### src/qpc_consts.svh
`ifndef QPC_CONSTS_SVH
`define QPC_CONSTS_SVH

// Register byte offsets
`define QPC_OFF_CONFIG 12'h000
`define QPC_OFF_TRIGGER 12'h004
`define QPC_OFF_CONST_A 12'h008
`define QPC_OFF_CONST_B 12'h00C
`define QPC_OFF_COUNT 12'h010
`define QPC_OFF_STATUS 12'h014
`define QPC_OFF_MASK 12'h018

// Control field positions
`define QPC_MODE_LO 0
`define QPC_POL_BIT 3
`define QPC_XSEL_LO 4
`define QPC_BEN_BIT 6
`define QPC_IDX_LO 7
`define QPC_ISEL_LO 10
`define QPC_FILT_BIT 13
`define QPC_IEN_BIT 15
`define QPC_CFG_WMASK 16'hAFFF
`define QPC_CFG_RESET 16'h0000

// Status bits
`define QPC_ST_IRQ 0
`define QPC_ST_INDEX 1
`define QPC_ST_MATCH 2
`define QPC_ST_WIDTH 3

// Timing
`define QPC_CLK_MHZ 40
`define QPC_FILT_NS 2500
`define QPC_FILT_CYC ((`QPC_FILT_NS * `QPC_CLK_MHZ + 999) / 1000 + 1)

`endif

### src/qpc_pkg.sv
package qpc_pkg;
    typedef enum logic [2:0] {
        QPC_MODE_OFF = 3'h0,
        QPC_MODE_QUAD = 3'h1
    } qpc_mode_e;

    typedef struct packed {
        logic ien;
        logic unused14;
        logic filt;
        logic unused12;
        logic [1:0] isel;
        logic [2:0] idx;
        logic ben;
        logic [1:0] xsel;
        logic pol;
        logic [2:0] mode;
    } qpc_cfg_s;

    typedef struct packed {
        logic a;
        logic b;
        logic idx;
    } qpc_enc_s;

    typedef enum {
        QPC_IDLE,
        QPC_RUN
    } qpc_state_e;
endpackage

### src/qpc_top.sv
// Notes on behaviour
// RL1: Mode field bits 2..0 equal to 001 selects quadrature position measurement.
// RL2: Bit 3 sets output polarity; 0 active low by default, 1 active high.
// RL3: Output rests high whenever the channel is not actively driving it.
// RL4: Bits 5..4 pick channel A decoding: off, X1, X2 or X4.
// RL5: Bit 6 enables channel B for decoding; off by default.
// RL6: Bits 9..7 choose index phase; codes 1..4 map A/B levels, others disable.
// RL7: Bits 11..10 pick interrupt: none, count equals A, index reload, index only.
// RL8: Bit 13 rejects A, B or index pulses of 2.5 us or shorter.
// RL9: Bits 12 and 14 ignore writes and read as zero.
// RL10: Interrupt raised only with bit 15 set and a nonzero condition selected.
// RL11: Pending interrupt held until status bit cleared or bit 15 cleared.
// RL12: Condition still present after a clear raises the interrupt again.
// RL13: Count read-back location returns the live position count.
// RL14: Count rises when A leads B and falls when B leads A.
// RL15: X1 counts A rising up and falling down; X2 both A edges; X4 all edges.
// RL16: Counting starts only after a software trigger at offset 04H.
// RL17: Index reload loads the count with the constant B value.
// RL18: Count is 16 bits and wraps modulo 65536.
// RL19: Inputs synchronised before edge detection; one count update per clock.
//
// Decided for this implementation: the APB interface to the registers and the register addresses.
`timescale 1ns/10ps
`include "qpc_consts.svh"

module qpc_top #(
    parameter int FILT_CYC = `QPC_FILT_CYC
) (
    // APB
    input wire logic pclk,
    input wire logic presetn,
    input wire logic clk_en,
    input wire logic psel,
    input wire logic penable,
    input wire logic pwrite,
    input wire logic [11:0] paddr,
    input wire logic [31:0] pwdata,
    output logic [31:0] prdata,
    output logic pready,
    output logic pslverr,
    // Encoder
    input wire qpc_pkg::qpc_enc_s enc_in,
    // Outputs
    output logic chan_out,
    output logic irq
);
    import qpc_pkg::*;

    // The filter counter is eight bits wide, so longer windows cannot be served
    if (FILT_CYC < 2 || FILT_CYC > 255) begin : g_bad_filt
        $error("FILT_CYC out of range");
    end

    qpc_cfg_s cfg;
    logic [15:0] const_a;
    logic [15:0] const_b;
    logic [15:0] count;
    logic [`QPC_ST_WIDTH-1:0] status;
    logic [`QPC_ST_WIDTH-1:0] mask;
    qpc_state_e state;
    qpc_enc_s sync1;
    qpc_enc_s sync2;
    qpc_enc_s filt;
    qpc_enc_s prev;
    logic [2:0][7:0] fcnt;

    // APB decode
    wire acc = psel && penable && clk_en;
    wire wr = acc && pwrite;
    wire wr_cfg = wr && paddr == `QPC_OFF_CONFIG;
    wire wr_trig = wr && paddr == `QPC_OFF_TRIGGER;
    wire wr_ca = wr && paddr == `QPC_OFF_CONST_A;
    wire wr_cb = wr && paddr == `QPC_OFF_CONST_B;
    wire wr_st = wr && paddr == `QPC_OFF_STATUS;
    wire wr_mask = wr && paddr == `QPC_OFF_MASK;
    wire hit = paddr == `QPC_OFF_CONFIG || paddr == `QPC_OFF_TRIGGER || paddr == `QPC_OFF_CONST_A
        || paddr == `QPC_OFF_CONST_B || paddr == `QPC_OFF_COUNT || paddr == `QPC_OFF_STATUS
        || paddr == `QPC_OFF_MASK;
    wire [15:0] cfg_rd = cfg & `QPC_CFG_WMASK; // RL9

    wire quad = cfg.mode == QPC_MODE_QUAD; // RL1
    wire running = quad && state == QPC_RUN;

    // Filter: a level change must persist longer than the reject window; short pulses vanish
    generate
        for (genvar i = 0; i < 3; i++) begin : g_filt
            always_ff @(posedge pclk or negedge presetn) begin
                if (!presetn) begin
                    fcnt[i] <= 8'h00;
                    filt[i] <= 1'b0;
                end else if (clk_en) begin
                    if (!cfg.filt || sync2[i] == filt[i]) begin // RL8
                        fcnt[i] <= 8'h00;
                        filt[i] <= cfg.filt ? filt[i] : sync2[i];
                    end else if (fcnt[i] == 8'(FILT_CYC - 1)) begin // RL8
                        fcnt[i] <= 8'h00;
                        filt[i] <= sync2[i];
                    end else begin
                        fcnt[i] <= fcnt[i] + 8'h01;
                    end
                end
            end
        end
    endgenerate

    // Edge decode
    wire a = filt.a;
    wire b = filt.b & cfg.ben; // RL5
    wire pa = prev.a;
    wire pb = prev.b & cfg.ben;
    wire a_rise = a && !pa;
    wire a_fall = !a && pa;
    wire b_edge = b != pb;
    // A leading B: at an A edge the new A differs from B
    wire a_dir = a != b; // RL14
    wire b_dir = a == b; // RL14
    logic step_up;
    logic step_dn;
    always_comb begin
        step_up = 1'b0;
        step_dn = 1'b0;
        case (cfg.xsel) // RL4
            2'h1: begin
                step_up = a_rise && a_dir; // RL15
                step_dn = a_fall && !a_dir;
            end
            2'h2: begin
                step_up = (a_rise || a_fall) && a_dir; // RL15
                step_dn = (a_rise || a_fall) && !a_dir;
            end
            2'h3: begin
                step_up = ((a_rise || a_fall) && a_dir) || (b_edge && b_dir); // RL15
                step_dn = ((a_rise || a_fall) && !a_dir) || (b_edge && !b_dir);
            end
            default: begin
                step_up = 1'b0;
                step_dn = 1'b0;
            end
        endcase
    end

    // Index phase match
    logic phase_ok;
    always_comb begin
        case (cfg.idx) // RL6
            3'h1: phase_ok = !a && b;
            3'h2: phase_ok = a && !b;
            3'h3: phase_ok = a && b;
            3'h4: phase_ok = !a && !b;
            default: phase_ok = 1'b0;
        endcase
    end
    wire index_ev = running && filt.idx && phase_ok;
    wire do_reload = index_ev && cfg.isel == 2'h2; // RL17
    wire match = running && count == const_a;
    wire cond = cfg.isel == 2'h1 ? match : (cfg.isel[1] ? index_ev : 1'b0); // RL7
    wire raise = cfg.ien && cond; // RL10 RL12
    wire [15:0] next_count = do_reload ? const_b
        : (step_up ? count + 16'h0001 : (step_dn ? count - 16'h0001 : count)); // RL18 RL19
    wire [`QPC_ST_WIDTH-1:0] ev = {match, index_ev, raise};
    wire [`QPC_ST_WIDTH-1:0] clr = wr_st ? pwdata[`QPC_ST_WIDTH-1:0] : '0;
    wire [`QPC_ST_WIDTH-1:0] next_status = ev | (status & ~clr);
    // Pending flag drops as soon as interrupt service is switched off
    wire [`QPC_ST_WIDTH-1:0] next_pend = {next_status[`QPC_ST_WIDTH-1:1], next_status[0] && cfg.ien}; // RL11

    logic [31:0] rd_mux;
    always_comb begin
        case (paddr)
            `QPC_OFF_CONFIG: rd_mux = {16'h0000, cfg_rd};
            `QPC_OFF_CONST_A: rd_mux = {16'h0000, const_a};
            `QPC_OFF_CONST_B: rd_mux = {16'h0000, const_b};
            `QPC_OFF_COUNT: rd_mux = {16'h0000, count}; // RL13
            `QPC_OFF_STATUS: rd_mux = {29'h0, status};
            `QPC_OFF_MASK: rd_mux = {29'h0, mask};
            default: rd_mux = 32'h0000_0000;
        endcase
    end

    always_ff @(posedge pclk or negedge presetn) begin
        if (!presetn) begin
            cfg <= `QPC_CFG_RESET;
            const_a <= 16'h0000;
            const_b <= 16'h0000;
            mask <= '0;
        end else if (clk_en) begin
            if (wr_cfg) cfg <= pwdata[15:0] & `QPC_CFG_WMASK; // RL9
            if (wr_ca) const_a <= pwdata[15:0];
            if (wr_cb) const_b <= pwdata[15:0];
            if (wr_mask) mask <= pwdata[`QPC_ST_WIDTH-1:0];
        end
    end

    // Setting and clearing in one cycle: the event wins
    always_ff @(posedge pclk or negedge presetn) begin
        if (!presetn) begin
            status <= '0;
        end else if (clk_en) begin
            status <= next_pend; // RL11
        end
    end

    always_ff @(posedge pclk or negedge presetn) begin
        if (!presetn) begin
            state <= QPC_IDLE;
        end else if (clk_en) begin
            case (state)
                QPC_IDLE: if (quad && wr_trig && pwdata[0]) state <= QPC_RUN; // RL16
                QPC_RUN: if (!quad) state <= QPC_IDLE;
                default: state <= QPC_IDLE;
            endcase
        end
    end

    always_ff @(posedge pclk or negedge presetn) begin
        if (!presetn) begin
            sync1 <= '0;
            sync2 <= '0;
            prev <= '0;
            count <= 16'h0000;
        end else if (clk_en) begin
            sync1 <= enc_in; // RL19
            sync2 <= sync1;
            prev <= filt;
            if (running) count <= next_count;
        end
    end

    // Output drives active level on index while running, else rests high
    always_ff @(posedge pclk or negedge presetn) begin
        if (!presetn) begin
            chan_out <= 1'b1;
            irq <= 1'b0;
            prdata <= 32'h0000_0000;
            pready <= 1'b0;
            pslverr <= 1'b0;
        end else if (clk_en) begin
            chan_out <= (running && index_ev) ? cfg.pol : 1'b1; // RL2 RL3
            irq <= |(next_pend & mask);
            pready <= psel && !penable;
            prdata <= (psel && !penable && !pwrite) ? rd_mux : 32'h0000_0000;
            pslverr <= psel && !penable && !hit;
        end
    end
endmodule

### config.mk
export PLATFORM = sky130hd
export DESIGN_NAME = qpc_top
export DESIGN_NICKNAME = d
export VERILOG_FILES = /design/src/qpc_pkg.sv /design/src/qpc_top.sv
export VERILOG_INCLUDE_DIRS = /design/src
export SDC_FILE = /design/constraint.sdc
export NUM_CORES = 1
export LEC_CHECK = 0
export BUFFER_PORTS_ARGS = -buffer_cell sky130_fd_sc_hd__buf_4
export CELL_PAD_IN_SITES_DETAIL_PLACEMENT = 1
export CELL_PAD_IN_SITES_GLOBAL_PLACEMENT = 2
export CORE_MARGIN = 2
export CORE_UTILIZATION = 38
export CTS_CLUSTER_DIAMETER = 50
export CTS_CLUSTER_SIZE = 30
export DETAILED_ROUTE_END_ITERATION = 16
export HOLD_SLACK_MARGIN = 0.05
export PLACE_DENSITY_LB_ADDON = 0.1
export SYNTH_ARGS = -nofsm -noshare
export SYNTH_HDL_FRONTEND = slang
export SYNTH_SLANG_ARGS = --single-unit
### constraint.sdc
create_clock -name pclk -period 4 [get_ports pclk]
set_input_delay 0.4 -clock pclk [delete_from_list [all_inputs] [get_ports pclk]]
set_output_delay 0.4 -clock pclk [all_outputs]
set_load 0.02 [all_outputs]
==> impl_results.md <==
* Worst-Skew Late Latency at 0.43 ns
* Avg Cell Area, Syn at 10.2 sq um
* Setup TNS at 0 ns
* Max IR drop VDD at 0.242 mV
* Die Wd at 141 microns
* Tcrit/Tclk final at 91.0%
* Worst path required time at 4.31 ns
* Highest-delay cell along the critical path: dfrtp_1
* Rel. slew slack at 37.2%
* ANT nets after route at 0
* Fin crit period at 3.64 ns
* Drt drc at 0
* Postcts setup bufs at 0
* Reg2reg end: count[15]
* Number of max-cap violations at 0
* Total Nets Final at 836
* Most frequent cells in the layout: 123 x dfrtp_1, 66 x buf_4, 59 x mux2_2
* PD cells at 372 nW/um^2
* Slew Viols, Final at 0
* FF-to-FF path depth at 13
* Arrival time at the worst endpoint at 3.94 ns
* Port bufs at 56
* Grt ovf at 0
* Setup Skew at 0.00700 ns
* Root Buffer Master: clkbuf_16
* Multiplexer share of the synthesized area at 12.6%
* R2R Path Start: filt[1]
* Initial antenna violation count at 0
* Compound-Gate Fraction of Synth Area at 14.6%
* Crit start category: flop
* RSZ-0062 raised after global routing: no
* P_leak at 3.79 nW
* Die area at 20000 sq um
* Most common cell after layout, fill and taps aside: dfrtp_1
* Placeable Area at 18600 sq um
* Overall Power at 3.11 mW
* Antenna diodes at 0
* Crit path capture type: flop
* Cell family with most CP delay: simple AND/OR/NAND/NOR gates
* Worst hold slack at 0.114 ns
* Area of the multi-input gates at 3690 sq um
* Fill count at 2062
* Post-synthesis async set-or-reset flop share at 100%
* Routed len/inst at 19.7 microns
* Cell Area, Synth at 7170 sq um
* Synth warnings at 0
* Final Hold Viols at 0
* Total track usage at 20.5%
* Worst slew pin tran at 0.942 ns
* CTS tree: yes
* Post-synthesis adder-cell area fraction at 4.46%
* Simple-Gate Fraction of Synth Area at 14.7%
* Reg area at 3100 sq um
* Min-Delay Path Class: input port to async pin
* Synth Area in XOR/XNOR at 4.15%
* Routed WL at 19800 microns
* Buf/Inv on CP at 2
* H-tree depth at 4
* Synth Instances at 703
* Peak Freq at 275 MHz
* Share of cells above drive strength 1 at 23.0%
* Total clock sinks at 124
* Max Root-Sink Buffers at 2
* Clk slew on worst S/H paths at 0.06 ns
* Placed instance count at 973
* P&R area growth vs syn at 16.4%
* Max FO, Critical Path at 13
* Initial drt markers at 260
* First drt pass iteration count at 5
* Final Setup Violations at 0
* Status: finished, final reports clean
* PostCTS Resize Cnt at 0
* IO Pins at 89
* Vias at 5547
* Post-layout utilization of the core at 44.8%
* CTS Hold Bufs at 0
* Critical-path cell list: and3b_1 > nor2_1 > o21ai_0 > a21oi_2 > inv_1 > buf_4 > ha_1 > or3_1 > o2111ai_2 > a2111oi_1 > nor4_1 > nor3_1 > nand3b_1
* Flop2flop setup slack at 0.36 ns
* #FFs+latches synth at 124
* Number of enable flip-flop cells after synthesis at 0
* First-pass GRT wire length at 32000 microns
* Post-Layout Cell Count at 1005
* Main combinational cell family by area after synthesis: simple AND/OR/NAND/NOR gates
* Synth unique cells at 77
* Initial core utilization at 38.5%
* # rows at 50
* Crit path kind: flop to flop
* Pin count of the biggest net entering global routing at 71
* CTS Buf Count at 17
* Commonest register cell after synthesis: dfrtp_1
* Number of global-route vias before repair at 5800
* Max stage delay on crit path at 0.49 ns
* Seq/Total Area, Yosys at 43.3%
* Die height at 141 microns
* Via density at 5.52
* DP Wirelength at 14300 microns
* Final RePlAce weighted congestion at 0.820
## Yosys cell counts, types with 3 or more instances
master / n / area (sq um)
xor2_1: 14 / 123
buf_2: 6 / 30.0
ha_1: 24 / 300
and2_1: 5 / 31.3
and3_1: 3 / 18.8
mux2_1: 13 / 146
clkbuf_1: 15 / 56.3
o21ai_0: 33 / 165
nor4_1: 6 / 37.5
nor2_1: 42 / 158
nor2b_1: 7 / 43.8
xnor2_1: 20 / 175
buf_4: 19 / 143
o31ai_1: 4 / 30.0
buf_6: 3 / 33.8
a222oi_1: 13 / 130
a31oi_1: 9 / 56.3
mux2_2: 59 / 664
dfrtp_1: 123 / 3080
mux2i_1: 8 / 80.1
o21a_1: 3 / 22.5
nand3_1: 19 / 95.1
a21oi_1: 27 / 135
a21boi_0: 3 / 22.5
inv_1: 45 / 169
o211ai_1: 3 / 22.5
nand3b_1: 4 / 30.0
a22oi_1: 3 / 22.5
a21o_1: 4 / 30.0
nor3_1: 10 / 50.1
o22ai_1: 19 / 119
nand2_1: 51 / 191
or3_1: 5 / 31.3
nor3b_1: 7 / 52.6
a21oi_2: 3 / 26.3
and3b_1: 4 / 35.0
a31o_2: 3 / 26.3
nand2b_1: 9 / 56.3
a221oi_1: 3 / 26.3
nand4_1: 8 / 50.1
## worst max path at each step
stage	start	end	slack (ns)	depth (start not counted)
finish	filt[1]	count[15]	0.36	13
global route	filt[1]	count[15]	0.05	14
CTS	filt[1]	count[15]	0.29	13
detailed placement	a	count[15]	0.31	13
global placement	a	count[15]	0.41	13
floorplan	a	count[12]	0.65	14
## power breakdown
part / switching [mW] / total [mW] / internal (mW)
sequential: 0.0356 / 1.32 / 1.29
clock: 0.621 / 1.56 / 0.944
combinational: 0.136 / 0.217 / 0.0804
total: 0.793 / 3.11 / 2.31
## state kept, by name (all words and copies together), names as in the netlist
register and count:
fcnt 24, const_a 16, const_b 16, count 16, prdata 16, cfg 14, mask 3, status 3
sync1 3, sync2 3, filt 2, a 1, chan_out 1, irq 1, pa 1, pready 1
prev 1, pslverr 1, state 1
## routing by layer
| metal | up-vias | GRT usage, % | routed length, microns |
|---|---|---|---|
| met5 | - | 0 | 0 |
| met4 | 0 | 5.68 | 223 |
| met3 | 15 | 3.34 | 553 |
| met2 | 80 | 34.2 | 9680 |
| met1 | 2816 | 27.8 | 9340 |
| li1 | 2636 | - | - |
## final cells by class
class / count / share of cell area [%]
Multi-Input combinational cell: 504 / 44.2
Clock buffer: 18 / 5.26
Clock inverter: 14 / 1.90
Timing Repair Buffer: 66 / 5.93
Inverter: 45 / 2.02
Tap cell: 234 / 3.51
Sequential cell: 124 / 37.2
## worst register-to-register path: stages, from the launching register on
cell	delay [ns]
dfrtp_1	0.49
and3b_1	0.25
nor2_1	0.23
o21ai_0	0.16
a21oi_2	0.29
inv_1	0.15
buf_4	0.22
ha_1	0.26
or3_1	0.42
o2111ai_2	0.29
a2111oi_1	0.16
nor4_1	0.37
nor3_1	0.09
nand3b_1	0.16
## per-stage QoR
step	setup slack, ns	cell area [sq um]
6_report	0.362	8350
5_1_grt	0.0535	8350
4_1_cts	0.287	8350
3_5_place_dp	0.305	7750
3_3_place_gp	0.406	7750
2_1_floorplan	0.650	7230
## cell families after synthesis
| logic type | count (synthesis) |
|---|---|
| fa+ha+maj | 25 |
| buf+inv | 90 |
| flops | 124 |
| other cells | 1 |
| xor+xnor | 34 |
| simple gates | 195 |
| compound gates | 153 |
| mux | 81 |
(Power assumes the default switching activity.)
